**src/common/sptx_pkg.sv**
```systemverilog
package sptx_pkg;
    localparam int unsigned AXI_AW       = 12;
    localparam int unsigned SAMPLE_W     = 24;
    localparam int unsigned ENTRY_W      = 27;
    localparam int unsigned FIFO_DEPTH   = 8;
    localparam int unsigned CNT_W        = 4;
    // register indices; byte address is four times the index
    localparam logic [7:0]  IDX_VALIDITY = 8'h06;
    localparam logic [7:0]  IDX_SOURCE   = 8'h15;
    localparam logic [7:0]  IDX_POWER    = 8'h1e;
    localparam logic [7:0]  IDX_CS_LO    = 8'h20;
    localparam logic [7:0]  IDX_CS_HI    = 8'h21;
    localparam logic [7:0]  IDX_CS_CHN   = 8'h22;
    localparam logic [7:0]  IDX_STATUS   = 8'h23;
    localparam int unsigned BIT_VAL_SF0  = 5;
    localparam int unsigned BIT_VAL_SF1  = 6;
    localparam int unsigned BIT_VAL_OVR  = 7;
    localparam int unsigned BIT_TX_DATA_SOURCE_SEL    = 6;
    localparam int unsigned BIT_STATSRC  = 7;
    localparam int unsigned BIT_TXPD     = 2;
    localparam logic [7:0]  RST_VALIDITY = 8'h00;
    localparam logic [7:0]  RST_SOURCE   = 8'h71;
    localparam logic [7:0]  RST_POWER    = 8'h04;
    localparam logic [31:0] RST_CS_LO    = 32'h0000_0000;
    localparam logic [7:0]  RST_CS_HI    = 8'h00;
    localparam logic [7:0]  RST_CS_CHN   = 8'h00;
    localparam logic [7:0]  FRAME_LAST   = 8'hbf;
    localparam logic [7:0]  CS_DEFINED   = 8'h28;
    localparam logic [7:0]  PRE_B        = 8'he8;
    localparam logic [7:0]  PRE_M        = 8'he2;
    localparam logic [7:0]  PRE_W        = 8'he4;
    localparam logic [5:0]  H_FIRST      = 6'h00;
    localparam logic [5:0]  H_PRE_END    = 6'h08;
    localparam logic [5:0]  H_LAST       = 6'h3f;
    localparam logic [3:0]  AUX_ZERO     = 4'h0;
    localparam logic [1:0]  RESP_OKAY    = 2'h0;
    localparam logic [1:0]  RESP_SLVERR  = 2'h2;
    localparam logic [15:0] HALF_CELL_DEF = 16'h0029;
    typedef enum logic [1:0] {
        TX_OFF = 2'b01,
        TX_RUN = 2'b10
    } sptx_state_t;
endpackage : sptx_pkg

```
**src/logic/sptx_top.sv**
```systemverilog
// Register access over AXI4-Lite was left to the implementer.
`timescale 1ns/100ps
module sptx_fifo #(
    parameter int unsigned WIDTH = 27,
    parameter int unsigned DEPTH = 8
) (
    input  wire logic                       clk_in,
    input  wire logic                       rst_n_in,
    input  wire logic                       in_valid_in,
    output logic                            in_ready_out,
    input  wire logic [WIDTH-1:0]           in_data_in,
    output logic                            out_valid_out,
    input  wire logic                       out_ready_in,
    output logic [WIDTH-1:0]                out_data_out,
    output logic [$clog2(DEPTH+1)-1:0]      count_out
);
    localparam int unsigned CW = $clog2(DEPTH+1);
    localparam int unsigned PW = $clog2(DEPTH);
    // depth must be a power of two: pointers wrap naturally
    logic [WIDTH-1:0] mem_q [DEPTH];
    logic [PW-1:0]    wr_q;
    logic [PW-1:0]    rd_q;
    logic [CW-1:0]    count_q;
    wire              push = in_valid_in & in_ready_out;
    wire              pop  = out_valid_out & out_ready_in;
    assign in_ready_out  = count_q < CW'(DEPTH);
    assign out_valid_out = count_q != '0;
    assign out_data_out  = mem_q[rd_q];
    assign count_out     = count_q;
    always_ff @(posedge clk_in) begin
        if (push) begin
            mem_q[wr_q] <= in_data_in;
        end
    end
    always_ff @(posedge clk_in or negedge rst_n_in) begin
        if (!rst_n_in) begin
            wr_q    <= '0;
            rd_q    <= '0;
            count_q <= '0;
        end else begin
            wr_q    <= wr_q + PW'(push);
            rd_q    <= rd_q + PW'(pop);
            count_q <= count_q + CW'(push) - CW'(pop);
        end
    end
endmodule : sptx_fifo

module sptx_top #(
    parameter logic [15:0] HALF_CELL_CYCLES = sptx_pkg::HALF_CELL_DEF
) (
    input  wire logic                          SYS_CLK_IN,
    input  wire logic                          RST_N_IN,
    input  wire logic [sptx_pkg::AXI_AW-1:0]   S_AXI_AWADDR_IN,
    input  wire logic                          S_AXI_AWVALID_IN,
    output logic                               S_AXI_AWREADY_OUT,
    input  wire logic [31:0]                   S_AXI_WDATA_IN,
    input  wire logic [3:0]                    S_AXI_WSTRB_IN,
    input  wire logic                          S_AXI_WVALID_IN,
    output logic                               S_AXI_WREADY_OUT,
    output logic [1:0]                         S_AXI_BRESP_OUT,
    output logic                               S_AXI_BVALID_OUT,
    input  wire logic                          S_AXI_BREADY_IN,
    input  wire logic [sptx_pkg::AXI_AW-1:0]   S_AXI_ARADDR_IN,
    input  wire logic                          S_AXI_ARVALID_IN,
    output logic                               S_AXI_ARREADY_OUT,
    output logic [31:0]                        S_AXI_RDATA_OUT,
    output logic [1:0]                         S_AXI_RRESP_OUT,
    output logic                               S_AXI_RVALID_OUT,
    input  wire logic                          S_AXI_RREADY_IN,
    input  wire logic                          RX_VALID_IN,
    input  wire logic [sptx_pkg::SAMPLE_W-1:0] RX_SAMPLE_IN,
    input  wire logic                          RX_VALIDITY_IN,
    input  wire logic                          RX_USER_IN,
    input  wire logic                          RX_STATUS_IN,
    output logic                               RX_READY_OUT,
    input  wire logic                          AIF_VALID_IN,
    input  wire logic [sptx_pkg::SAMPLE_W-1:0] AIF_SAMPLE_IN,
    output logic                               AIF_READY_OUT,
    input  wire logic                          HW_MODE_IN,
    input  wire logic                          STRAP_PIN_TX_SOURCE_IN,
    input  wire logic                          STRAP_BCLK_IN,
    input  wire logic [1:0]                    RX_FREQ_BAND_IN,
    output logic                               RX_ENABLE_OUT,
    output logic                               PLL_AUTO_OUT,
    output logic [1:0]                         PLL_FREQ_BAND_OUT,
    output logic                               AUDIO_IF_MASTER_SEL_OUT,
    output logic                               TX_OUT_PIN_OUT
);
    import sptx_pkg::*;

    logic                 awready_q, wready_q, bvalid_q, arready_q, rvalid_q;
    logic                 aw_held_q, w_held_q;
    logic [AXI_AW-1:0]    aw_addr_q;
    logic [31:0]          w_data_q;
    logic [3:0]           w_strb_q;
    logic [1:0]           bresp_q, rresp_q;
    logic [31:0]          rdata_q;
    logic [7:0]           val_q, src_q, pwr_q, cs_hi_q, chn_q;
    logic [31:0]          cs_lo_q;
    logic                 cap_done_q, hw_q, strap_src_q, strap_ms_q;
    logic                 rx_en_q, pll_auto_q, audio_if_master_sel_q;
    logic [1:0]           band_q;
    sptx_state_t          state_q;
    logic [15:0]          div_q;
    logic [5:0]           h_q;
    logic                 sf_q, pol_q, out_q;
    logic [7:0]           frame_q;
    logic [31:0]          word_q;
    logic                 rx_rdy_q, aif_rdy_q;

    function automatic logic [8:0] reg_index(input logic [AXI_AW-1:0] addr);
        // bit 8 flags an address outside the register window
        reg_index = {addr[AXI_AW-1:10] != '0, addr[9:2]};
    endfunction : reg_index

    function automatic logic [31:0] read_mux(input logic [8:0] idx, input logic [31:0] stat);
        read_mux = 32'h0000_0000;
        case (idx)
            {1'b0, IDX_VALIDITY}: read_mux = {24'h00_0000, val_q};
            {1'b0, IDX_SOURCE}:   read_mux = {24'h00_0000, src_q};
            {1'b0, IDX_POWER}:    read_mux = {24'h00_0000, pwr_q};
            {1'b0, IDX_CS_LO}:    read_mux = cs_lo_q;
            {1'b0, IDX_CS_HI}:    read_mux = {24'h00_0000, cs_hi_q};
            {1'b0, IDX_CS_CHN}:   read_mux = {24'h00_0000, chn_q};
            {1'b0, IDX_STATUS}:   read_mux = stat;
            default:              read_mux = 32'h0000_0000;
        endcase
    endfunction : read_mux

    function automatic logic idx_mapped(input logic [8:0] idx);
        idx_mapped = (idx == {1'b0, IDX_VALIDITY}) || (idx == {1'b0, IDX_SOURCE}) ||
                     (idx == {1'b0, IDX_POWER}) || (idx == {1'b0, IDX_CS_LO}) ||
                     (idx == {1'b0, IDX_CS_HI}) || (idx == {1'b0, IDX_CS_CHN}) ||
                     (idx == {1'b0, IDX_STATUS});
    endfunction : idx_mapped

    // register bus
    wire       aw_take  = S_AXI_AWVALID_IN & awready_q;
    wire       w_take   = S_AXI_WVALID_IN & wready_q;
    wire       wr_fire  = aw_held_q & w_held_q & !bvalid_q;
    wire [8:0] w_idx    = reg_index(aw_addr_q);
    wire       w_ok     = idx_mapped(w_idx);
    wire       w_byte0  = wr_fire & w_strb_q[0];
    wire       ar_take  = S_AXI_ARVALID_IN & arready_q;
    wire [8:0] r_idx    = reg_index(S_AXI_ARADDR_IN);
    wire       fifo_empty;
    wire [31:0] stat_word = {16'h0000, frame_q, 3'h0, fifo_empty, audio_if_master_sel_q,
                             strap_src_q, hw_q, state_q == TX_RUN};

    always_ff @(posedge SYS_CLK_IN or negedge RST_N_IN) begin
        if (!RST_N_IN) begin
            awready_q <= 1'b1;
            wready_q  <= 1'b1;
            aw_held_q <= 1'b0;
            w_held_q  <= 1'b0;
            aw_addr_q <= '0;
            w_data_q  <= 32'h0000_0000;
            w_strb_q  <= 4'h0;
            bvalid_q  <= 1'b0;
            bresp_q   <= RESP_OKAY;
        end else begin
            if (aw_take) begin
                aw_held_q <= 1'b1;
                awready_q <= 1'b0;
                aw_addr_q <= S_AXI_AWADDR_IN;
            end
            if (w_take) begin
                w_held_q <= 1'b1;
                wready_q <= 1'b0;
                w_data_q <= S_AXI_WDATA_IN;
                w_strb_q <= S_AXI_WSTRB_IN;
            end
            if (wr_fire) begin
                aw_held_q <= 1'b0;
                w_held_q  <= 1'b0;
                bvalid_q  <= 1'b1;
                bresp_q   <= w_ok ? RESP_OKAY : RESP_SLVERR;
            end
            if (bvalid_q && S_AXI_BREADY_IN) begin
                bvalid_q  <= 1'b0;
                awready_q <= 1'b1;
                wready_q  <= 1'b1;
            end
        end
    end

    always_ff @(posedge SYS_CLK_IN or negedge RST_N_IN) begin
        if (!RST_N_IN) begin
            arready_q <= 1'b1;
            rvalid_q  <= 1'b0;
            rdata_q   <= 32'h0000_0000;
            rresp_q   <= RESP_OKAY;
        end else if (ar_take) begin
            arready_q <= 1'b0;
            rvalid_q  <= 1'b1;
            rdata_q   <= read_mux(r_idx, stat_word);
            rresp_q   <= idx_mapped(r_idx) ? RESP_OKAY : RESP_SLVERR;
        end else if (rvalid_q && S_AXI_RREADY_IN) begin
            rvalid_q  <= 1'b0;
            arready_q <= 1'b1;
        end
    end

    // configuration registers
    always_ff @(posedge SYS_CLK_IN or negedge RST_N_IN) begin
        if (!RST_N_IN) begin
            val_q   <= RST_VALIDITY;
            src_q   <= RST_SOURCE;
            pwr_q   <= RST_POWER;
            cs_lo_q <= RST_CS_LO;
            cs_hi_q <= RST_CS_HI;
            chn_q   <= RST_CS_CHN;
        end else begin
            if (w_byte0 && w_idx == {1'b0, IDX_VALIDITY}) val_q <= w_data_q[7:0];
            if (w_byte0 && w_idx == {1'b0, IDX_SOURCE})   src_q <= w_data_q[7:0];
            if (w_byte0 && w_idx == {1'b0, IDX_POWER})    pwr_q <= w_data_q[7:0];
            if (w_byte0 && w_idx == {1'b0, IDX_CS_HI})    cs_hi_q <= w_data_q[7:0];
            if (w_byte0 && w_idx == {1'b0, IDX_CS_CHN})   chn_q <= w_data_q[7:0];
            if (wr_fire && w_idx == {1'b0, IDX_CS_LO}) begin
                for (int i = 0; i < 4; i++) begin
                    if (w_strb_q[i]) cs_lo_q[i*8 +: 8] <= w_data_q[i*8 +: 8];
                end
            end
        end
    end

    // straps are caught on the first edge after release, never by the reset itself
    always_ff @(posedge SYS_CLK_IN or negedge RST_N_IN) begin
        if (!RST_N_IN) begin
            cap_done_q  <= 1'b0;
            hw_q        <= 1'b0;
            strap_src_q <= 1'b1;
            strap_ms_q  <= 1'b0;
        end else if (!cap_done_q) begin
            cap_done_q  <= 1'b1;
            hw_q        <= HW_MODE_IN;
            strap_src_q <= STRAP_PIN_TX_SOURCE_IN;
            strap_ms_q  <= STRAP_BCLK_IN;
        end
    end

    always_ff @(posedge SYS_CLK_IN or negedge RST_N_IN) begin
        if (!RST_N_IN) begin
            rx_en_q    <= 1'b0;
            pll_auto_q <= 1'b0;
            audio_if_master_sel_q   <= 1'b0;
            band_q     <= 2'h0;
        end else begin
            rx_en_q    <= hw_q;
            pll_auto_q <= hw_q;
            audio_if_master_sel_q   <= hw_q & strap_ms_q;
            if (hw_q) band_q <= RX_FREQ_BAND_IN;
        end
    end

    // data path selection
    wire from_rx   = hw_q ? !strap_src_q : !src_q[BIT_TX_DATA_SOURCE_SEL];
    wire rx_status = from_rx & !src_q[BIT_STATSRC];
    wire tx_pd     = pwr_q[BIT_TXPD];
    wire tick      = (state_q == TX_RUN) && (div_q == HALF_CELL_CYCLES - 16'h0001);
    wire load      = tick && (h_q == H_FIRST);
    wire frame_end = tick && (h_q == H_LAST);
    wire push      = from_rx ? (RX_VALID_IN & rx_rdy_q) : (AIF_VALID_IN & aif_rdy_q);
    wire [ENTRY_W-1:0] push_data = from_rx ?
        {RX_STATUS_IN, RX_USER_IN, RX_VALIDITY_IN, RX_SAMPLE_IN} :
        {3'h0, AIF_SAMPLE_IN};
    wire               fifo_in_ready;
    wire               fifo_valid;
    wire [ENTRY_W-1:0] fifo_data;
    wire [CNT_W-1:0]   fifo_cnt;
    wire               pop = load & fifo_valid;
    wire [CNT_W-1:0]   cnt_next = fifo_cnt + CNT_W'(push) - CNT_W'(pop);
    wire               room_next = cnt_next < CNT_W'(FIFO_DEPTH);
    assign fifo_empty = !fifo_valid;

    sptx_fifo #(
        .WIDTH (ENTRY_W),
        .DEPTH (FIFO_DEPTH)
    ) u_fifo (
        .clk_in        (SYS_CLK_IN),
        .rst_n_in      (RST_N_IN),
        .in_valid_in   (push & fifo_in_ready),
        .in_ready_out  (fifo_in_ready),
        .in_data_in    (push_data),
        .out_valid_out (fifo_valid),
        .out_ready_in  (load),
        .out_data_out  (fifo_data),
        .count_out     (fifo_cnt)
    );

    // ready is registered from the lookahead count, so a granted beat always fits
    always_ff @(posedge SYS_CLK_IN or negedge RST_N_IN) begin
        if (!RST_N_IN) begin
            rx_rdy_q  <= 1'b0;
            aif_rdy_q <= 1'b0;
        end else begin
            rx_rdy_q  <= from_rx & room_next;
            aif_rdy_q <= !from_rx & room_next;
        end
    end

    // subframe word: aux nibble, sample, validity, user, status, parity
    wire [ENTRY_W-1:0] ent  = fifo_valid ? fifo_data : '0;
    wire [39:0] cs_vec0 = {cs_hi_q, cs_lo_q[31:30], src_q[5:0], chn_q[3:0], cs_lo_q[19:0]};
    wire [39:0] cs_vec1 = {cs_hi_q, cs_lo_q[31:30], src_q[5:0], chn_q[7:4], cs_lo_q[19:0]};
    wire [39:0] cs_vec  = sf_q ? cs_vec1 : cs_vec0;
    wire cs_reg_bit = (frame_q < CS_DEFINED) ? cs_vec[frame_q[5:0]] : 1'b0;
    wire bit_c = rx_status ? ent[SAMPLE_W+2] : cs_reg_bit;
    wire bit_u = rx_status & ent[SAMPLE_W+1];
    wire bit_v = val_q[BIT_VAL_OVR] ?
        (sf_q ? val_q[BIT_VAL_SF1] : val_q[BIT_VAL_SF0]) :
        (from_rx & ent[SAMPLE_W]);
    wire [30:0] body   = {bit_c, bit_u, bit_v, ent[SAMPLE_W-1:0], AUX_ZERO};
    wire [31:0] word_d = {^body, body};
    wire [7:0]  pre_pat = sf_q ? PRE_W : ((frame_q == 8'h00) ? PRE_B : PRE_M);
    wire        pre_lvl = pre_pat[3'h7 - h_q[2:0]] ^ pol_q;
    wire        cell_lvl = (!h_q[0] || word_q[h_q[5:1]]) ? !out_q : out_q;
    wire        out_d = (h_q == H_FIRST) ? !out_q : ((h_q < H_PRE_END) ? pre_lvl : cell_lvl);

    always_ff @(posedge SYS_CLK_IN or negedge RST_N_IN) begin
        if (!RST_N_IN) begin
            state_q <= TX_OFF;
        end else begin
            case (state_q)
                TX_OFF:  if (!tx_pd) state_q <= TX_RUN;
                TX_RUN:  if (tx_pd) state_q <= TX_OFF;
                default: state_q <= TX_OFF;
            endcase
        end
    end

    // biphase-mark serializer, two half cells per time slot
    always_ff @(posedge SYS_CLK_IN or negedge RST_N_IN) begin
        if (!RST_N_IN) begin
            div_q   <= 16'h0000;
            h_q     <= H_FIRST;
            sf_q    <= 1'b0;
            frame_q <= 8'h00;
            pol_q   <= 1'b0;
            out_q   <= 1'b0;
            word_q  <= 32'h0000_0000;
        end else if (state_q != TX_RUN) begin
            div_q   <= 16'h0000;
            h_q     <= H_FIRST;
            sf_q    <= 1'b0;
            frame_q <= 8'h00;
            out_q   <= 1'b0;
        end else begin
            div_q <= tick ? 16'h0000 : div_q + 16'h0001;
            if (tick) begin
                h_q   <= h_q + 6'h01;
                out_q <= out_d;
            end
            if (load) begin
                pol_q  <= out_q;
                word_q <= word_d;
            end
            if (frame_end) begin
                sf_q <= !sf_q;
                if (sf_q) frame_q <= (frame_q == FRAME_LAST) ? 8'h00 : frame_q + 8'h01;
            end
        end
    end

    assign S_AXI_AWREADY_OUT       = awready_q;
    assign S_AXI_WREADY_OUT        = wready_q;
    assign S_AXI_BRESP_OUT         = bresp_q;
    assign S_AXI_BVALID_OUT        = bvalid_q;
    assign S_AXI_ARREADY_OUT       = arready_q;
    assign S_AXI_RDATA_OUT         = rdata_q;
    assign S_AXI_RRESP_OUT         = rresp_q;
    assign S_AXI_RVALID_OUT        = rvalid_q;
    assign RX_READY_OUT            = rx_rdy_q;
    assign AIF_READY_OUT           = aif_rdy_q;
    assign RX_ENABLE_OUT           = rx_en_q;
    assign PLL_AUTO_OUT            = pll_auto_q;
    assign PLL_FREQ_BAND_OUT       = band_q;
    assign AUDIO_IF_MASTER_SEL_OUT = audio_if_master_sel_q;
    assign TX_OUT_PIN_OUT          = out_q;
endmodule : sptx_top

```
**config.mk**
```make
export PLATFORM = sky130hd
export DESIGN_NAME = sptx_top
export DESIGN_NICKNAME = d
export VERILOG_FILES = /design/src/common/sptx_pkg.sv /design/src/logic/sptx_top.sv
export SDC_FILE = /design/constraint.sdc
export NUM_CORES = 1
export LEC_CHECK = 0
export BUFFER_PORTS_ARGS = -buffer_cell sky130_fd_sc_hd__buf_2
export CAP_MARGIN = 10
export CORE_AREA = 2 2 161 320
export CTS_BUF_LIST = sky130_fd_sc_hd__clkbuf_8 sky130_fd_sc_hd__clkbuf_16
export CTS_CLUSTER_DIAMETER = 30
export CTS_CLUSTER_SIZE = 24
export DETAILED_ROUTE_END_ITERATION = 16
export DIE_AREA = 0 0 163 322
export HOLD_SLACK_MARGIN = 0.08
export PLACE_DENSITY = 0.56
export SYNTH_ARGS = -nofsm -noshare
export SYNTH_HDL_FRONTEND = slang
export SYNTH_SLANG_ARGS = --single-unit
```
**constraint.sdc**
```tcl
create_clock -name SYS_CLK_IN -period 10.2 [get_ports SYS_CLK_IN]
set_clock_uncertainty 0.1 [all_clocks]
set_input_delay 1.02 -clock SYS_CLK_IN [delete_from_list [all_inputs] [get_ports SYS_CLK_IN]]
set_output_delay 1.02 -clock SYS_CLK_IN [all_outputs]
set_load 0.1 [all_outputs]
```
Word level (Yosys, flattened, before mapping) --
Memory sizes are Yosys's and may differ from the RTL's. Index checks and enable logic that the tools add are counted.
Operators by class: reduce and logical (&&, ||, !) cells 57, bitwise logic cells 19, add/sub/neg operators 10, order comparisons 7, equal/unequal tests 22, multiplexer cells 54
Operators with widths (count):
- 32-bit case mux with 7 select lines | 1
- 9-bit by 6-bit == test with 1-bit output, second input constant | 8
- 27-bit 2-to-1 mux | 2
- 9-bit by 5-bit == test with 1-bit output, second input constant | 4
- 1-bit 2-to-1 mux | 32
- 16-bit 2-to-1 mux | 2
- 8-bit 2-to-1 mux | 4
- 31-bit XOR reduction | 1
- 24-bit 2-to-1 mux | 1
- 2-bit nonzero test | 11
- 9-bit by 3-bit == test with 1-bit output, second input constant | 2
- 1-bit AND | 17
- 16-bit by 1-bit adder with 16-bit output, second input constant | 1
- 16-bit by 6-bit == test with 1-bit output, second input constant | 1
- 2-bit AND reduction | 8
- 1-bit logical OR | 13
- 6-bit 2-to-1 mux | 2
- 1-bit logical AND | 11
- 1-bit logical NOT | 9
- 4-bit by 1-bit adder with 4-bit output | 2
- 8-bit by 1-bit adder with 8-bit output, second input constant | 1
- 8-bit == test, second input constant | 1
- 8-bit logical NOT | 1
- 4-bit less-than comparator, second input constant | 2
- other kinds (23) | 32
Storage, ports and cells: logic and storage cells 212, input port bits 125, RAM bits 216, bits in registers 246, output and inout bits 49, memories kept 1
Memory list:
- u_fifo.mem_q | words 8, width 27, read ports 1, clocked after memory_dff 0, write ports 1, line sptx_top.sv:20 | logic [WIDTH-1:0] mem_q [DEPTH];

Longest topological paths before layout --
depth in word-level cells 10, mapped depth 16, mapped depth without buffers 14

Modules after synthesis --
From an unflattened synthesis, not the netlist that was laid out.
Second synthesis, totals: cell total of the unflattened synthesis 1387, area total of the unflattened synthesis 20009.2 µm²
Modules (own cells, without submodules):
- sptx_top | times used 1, sequential area each 5818.1 µm², area each 11159.5 µm², cells an instance 1025
- sptx_fifo | times used 1, sequential area each 6736.5 µm², area each 8849.7 µm², cells an instance 362

Least setup slack after synthesis --
OpenSTA, ideal clock, no wires.
path type reg2reg, start register rx_rdy_q (netlist: RX_READY_OUT), end memory u_fifo.mem_q[0][0], enable pin, buffers on the path 0, clock period less this slack 4.064 ns, setup time 0.445 ns, data arrival time 3.519 ns, data required time 9.655 ns, cell stages (with the launch flop) 5, setup slack 6.136 ns, path through dfrtp_1 > and3_1 > a31oi_1 > or3_1 > nor3_1
On the way: longest elaborated chain between the ends 6
Ends and longest elaborated chain:
- start: declaration | line sptx_top.sv:109 | logic rx_rdy_q, aif_rdy_q;
- start signal: assignment | line sptx_top.sv:297 | rx_rdy_q <= from_rx & room_next;
- 1-bit AND | line sptx_top.sv:263 | wire push = from_rx ? (RX_VALID_IN & rx_rdy_q) : (AIF_VALID_IN & aif_rdy_q);
- 1-bit 2-to-1 mux | line sptx_top.sv:263
- 1-bit AND | line sptx_top.sv:282 | .in_valid_in (push & fifo_in_ready),
- 1-bit AND | line sptx_top.sv:24 | wire push = in_valid_in & in_ready_out;
- 1-bit 2-to-1 mux | line sptx_top.sv:31 | if (push) begin
- 1-bit 2-to-1 mux (not written as such) | line sptx_top.sv:32 | mem_q[wr_q] <= in_data_in;
- end: declaration | line sptx_top.sv:20
Every way passes these cells.

Worst setup path after layout --
start register u_fifo.rd_q[0], end register word_q[31]
On the way: longest elaborated chain between the ends 5, elaborated cells on any way between the ends 7, classes of those cells mux (3); bitwise (2); reduce/logical (1); memory (1)
Ends and longest elaborated chain:
- start: declaration | line sptx_top.sv:22 | logic [PW-1:0] rd_q;
- start signal: assignment | line sptx_top.sv:42 | rd_q <= rd_q + PW'(pop);
- memory read 8 x 27 bit (*)
- 27-bit 2-to-1 mux (*) | line sptx_top.sv:303 | wire [ENTRY_W-1:0] ent = fifo_valid ? fifo_data : '0;
- 1-bit AND | line sptx_top.sv:312 | (from_rx & ent[SAMPLE_W]);
- 1-bit 2-to-1 mux | line sptx_top.sv:310 | wire bit_v = val_q[BIT_VAL_OVR] ?
- 31-bit XOR reduction (*) | line sptx_top.sv:314 | wire [31:0] word_d = {^body, body};
- end signal: assignment | line sptx_top.sv:356 | word_q <= word_d;
- end: declaration | line sptx_top.sv:108 | logic [31:0] word_q;
Mark *: on every way between the ends. The rest lies on a longest branch, timed or not. A chain may end at the register's enable or synchronous reset.

==> summary.txt <==
Final layout
  – Post-layout nets: 1656
  – Final cell count without fillers: 2210
  – Diode count: 0
  – Finished Cell Area: 23200 um2
  – Layout Utilization: 0.463
  – Share of cells above drive strength 1: 0.348
  – Area delta synth->final: 17.3%

Clock network
  – CTS Sinks: 458
  – H-tree levels: 2
  – Postcts setup bufs: 0
  – CTS Buffer Depth: 3
  – CTS tree: yes
  – Clock slew at reported path FFs: 0.06 ns
  – Post-CTS Resized: 0
  – Clock root buffer: clkbuf_16
  – CTS Buf Count: 56
  – Post-CTS Hold Fix Bufs: 0
  – Clock Latency Late Sink: 0.62 ns

Synth
  – Syn Inst Count: 1330
  – Seq/Total Area, Yosys: 0.635
  – EDFF count, synth: 216
  – Yosys reg bits: 458
  – Top_reg_cell synth: dfrtp_1
  – Synth Warn #: 0
  – FFs w/ async S/R, synth: 0.528
  – Netlist cell types: 67
  – Syn avg cell area: 14.9 um2
  – Mapped Area: 19800 um2

Place
  – Dpl cell area: 21300 um2
  – PortBufs: 167
  – Post-DP HPWL: 31000 um
  – RePlAce Congestion: 0.806
  – Placed Cells: 2106
  – Worst slack, placed: 5.76 ns

Pwr
  – Static Leak: 0.00938 uW
  – Sw Share: 0.271
  – Sw power: 1270 uW
  – Sequential power share: 0.472
  – VDD IR max: 0.000143 V
  – Cell Pwr Density: 202 nW/um2
  – Clock power frac: 0.418
  – Int Pwr: 3420 uW
  – Logic gate share of total power: 0.109

Detailed routing
  – Wire length per cell: 20.9 um
  – Number of remaining DRC errors: 0
  – Vias: 11500
  – Antenna-violating nets left: 0
  – Iter 0 DRT Violations: 588
  – DRT Wirelength: 46300 um
  – First drt pass iteration count: 4
  – Via density: 5.20

Global route
  – Total GRT Usage: 0.179
  – Initial antenna violation count: 0
  – Global-route wire length before repair: 70900 um
  – Largest net degree at the start of global routing: 105
  – Vias in the first global route: 12300
  – GRT overflow: 0

Critical path
  – Data arrival, critical path: 4.25 ns
  – CP startpoint kind: flip-flop
  – R2R setup slack: 6.35 ns
  – Worst setup EP type: flip-flop
  – Critical Path RT: 10.61 ns
  – CP Class: flip-flop to flip-flop
  – CP Max Fanout: 38

Die
  – FP Rows: 116
  – Die Width: 163 um
  – Die area: 52500 um2
  – Initial core utilization: 0.395
  – IO Pins: 174
  – Die Y: 322 um
  – Placeable Area: 50100 um2

STA
  – Worst Tran Pin Value: 1.11 ns
  – Max Freq: 0.260 GHz
  – Slew Limit Headroom: 0.251
  – Period minus WS final: 3.85 ns
  – Max-slew violations: 0
  – Setup TNS: 0 ns
  – Setup violators final: 0
  – RSZ-0062 raised after global routing: false
  – Period utilisation layout: 0.377
  – Hold Vio Cnt, Final: 0
  – Worst setup margin: 6.35 ns

Min path
  – Worst hold path type: input pin to async pin

Outcome
  – Status: completed

Run
  – Maxcap violations: 0
==> final timing paths <==
check / from / endpoint / cells past startpoint
hold reg to reg: S_AXI_RDATA_OUT[17]$_DFFE_PN0P_ / S_AXI_RDATA_OUT[17]$_DFFE_PN0P_ / 2
min in group SYS_CLK_IN: S_AXI_RDATA_OUT[17]$_DFFE_PN0P_ / S_AXI_RDATA_OUT[17]$_DFFE_PN0P_ / 2
hold / removal: RST_N_IN / val_q[3]$_DFFE_PN0P_ / 1
setup / recovery: u_fifo.rd_q[0]$_DFF_PN0_ / word_q[31]$_DFFE_PN0P_ / 9
setup reg to reg: u_fifo.rd_q[0]$_DFF_PN0_ / word_q[31]$_DFFE_PN0P_ / 9
max in group asynchronous: RST_N_IN / cs_lo_q[14]$_DFFE_PN0P_ / 2
==> cells in the mapped netlist (15+ instances only) <==
cell type    n  share of area
o21ai_0     49          0.012
clkbuf_1    32         0.0061
ha_1        15         0.0095
mux4_2      67          0.076
nand2_1    147          0.028
xnor2_1     23          0.010
nand3_1     21         0.0053
mux2_2     158          0.090
dfrtp_1    232           0.29
inv_1       24         0.0046
a22oi_1     21         0.0080
mux2i_1     41          0.021
nor2_1      74          0.014
xor2_1      19         0.0084
edfxtp_1   216           0.33
buf_2       16         0.0040
==> per-layer routing <==
metal / global-route usage / vias to the layer above / part of all wire
li1: - / 5301 / -
met1: 0.186 / 5844 / 0.36
met2: 0.350 / 273 / 0.57
met3: 0.0260 / 82 / 0.040
met4: 0.0755 / 0 / 0.037
met5: 0 / - / 0
==> power by group through the flow <==
stage | logic [uW] | clock network, uW | registers [uW]
floorplan | 305 | 0 | 2290
global placement | 507 | 0 | 2240
detailed placement | 520 | 0 | 2250
CTS | 522 | 2020 | 2220
global route | 562 | 2080 | 2230
finish | 513 | 1960 | 2220
==> per-stage QoR <==
step	total power, uW	hold slack, ns
2_1_floorplan	2590	0.249
3_3_place_gp	2750	0.359
3_5_place_dp	2770	0.365
4_1_cts	4750	0.375
5_1_grt	4880	0.397
6_report	4690	0.364
==> sequential cells by signal (all words and copies together) (netlist names), 10 cells and up <==
register         cells
S_AXI_RDATA_OUT     32
u_fifo.mem_q       216
div_q               16
aw_addr_q           10
cs_lo_q             32
word_q              28
w_data_q            32
==> cell usage in the layout, fill, tap and decap left out, types with 9 or more instances in the layout <==
master and n:
buf_2 166, xnor2_1 23, a21oi_1 9, ha_1 15, xor2_1 19, clkbuf_16 56, a22oi_1 21, buf_4 23
dfrtp_1 230, mux2_2 158, and3_1 9, edfxtp_1 216, nand2_1 146, mux4_2 67, nand3_1 21, clkinv_4 9
nor3_1 9, mux2i_1 40, nand2b_1 14, inv_1 31, dfstp_2 10, nor2_1 68, o21ai_0 49
==> logic make-up after synthesis <==
logic type | after synthesis | share of synthesized area
AOI/OAI and AO/OA | 122 | 0.0395
and+or+nand+nor | 326 | 0.0762
DFF | 458 | 0.635
other | 2 | 0.000380
buffers and inverters | 88 | 0.0226
xor gates and xnor gates | 48 | 0.0245
muxes | 270 | 0.192
adders and majority gates | 16 | 0.0105
==> worst max-delay path, cell delays in order (launching register included) <==
cell	delay, ns
dfrtp_4	0.62
buf_4	0.66
mux4_2	0.60
mux2i_1	0.34
nor2_1	0.16
xnor2_2	0.17
xnor2_1	0.26
xnor2_1	0.18
xnor3_1	0.33
mux2_4	0.26
==> cell type report <==
class / count / area [um2]
clock inverters: 45 / 440
flip-flops and latches: 458 / 12600
inverters: 24 / 90.1
multi-input cells: 785 / 6830
well taps: 649 / 812
clock buffers: 59 / 1440
repair buffers: 190 / 1020
fillers: 4482 / 26900
Note: power is estimated with default switching activity, not from simulation.
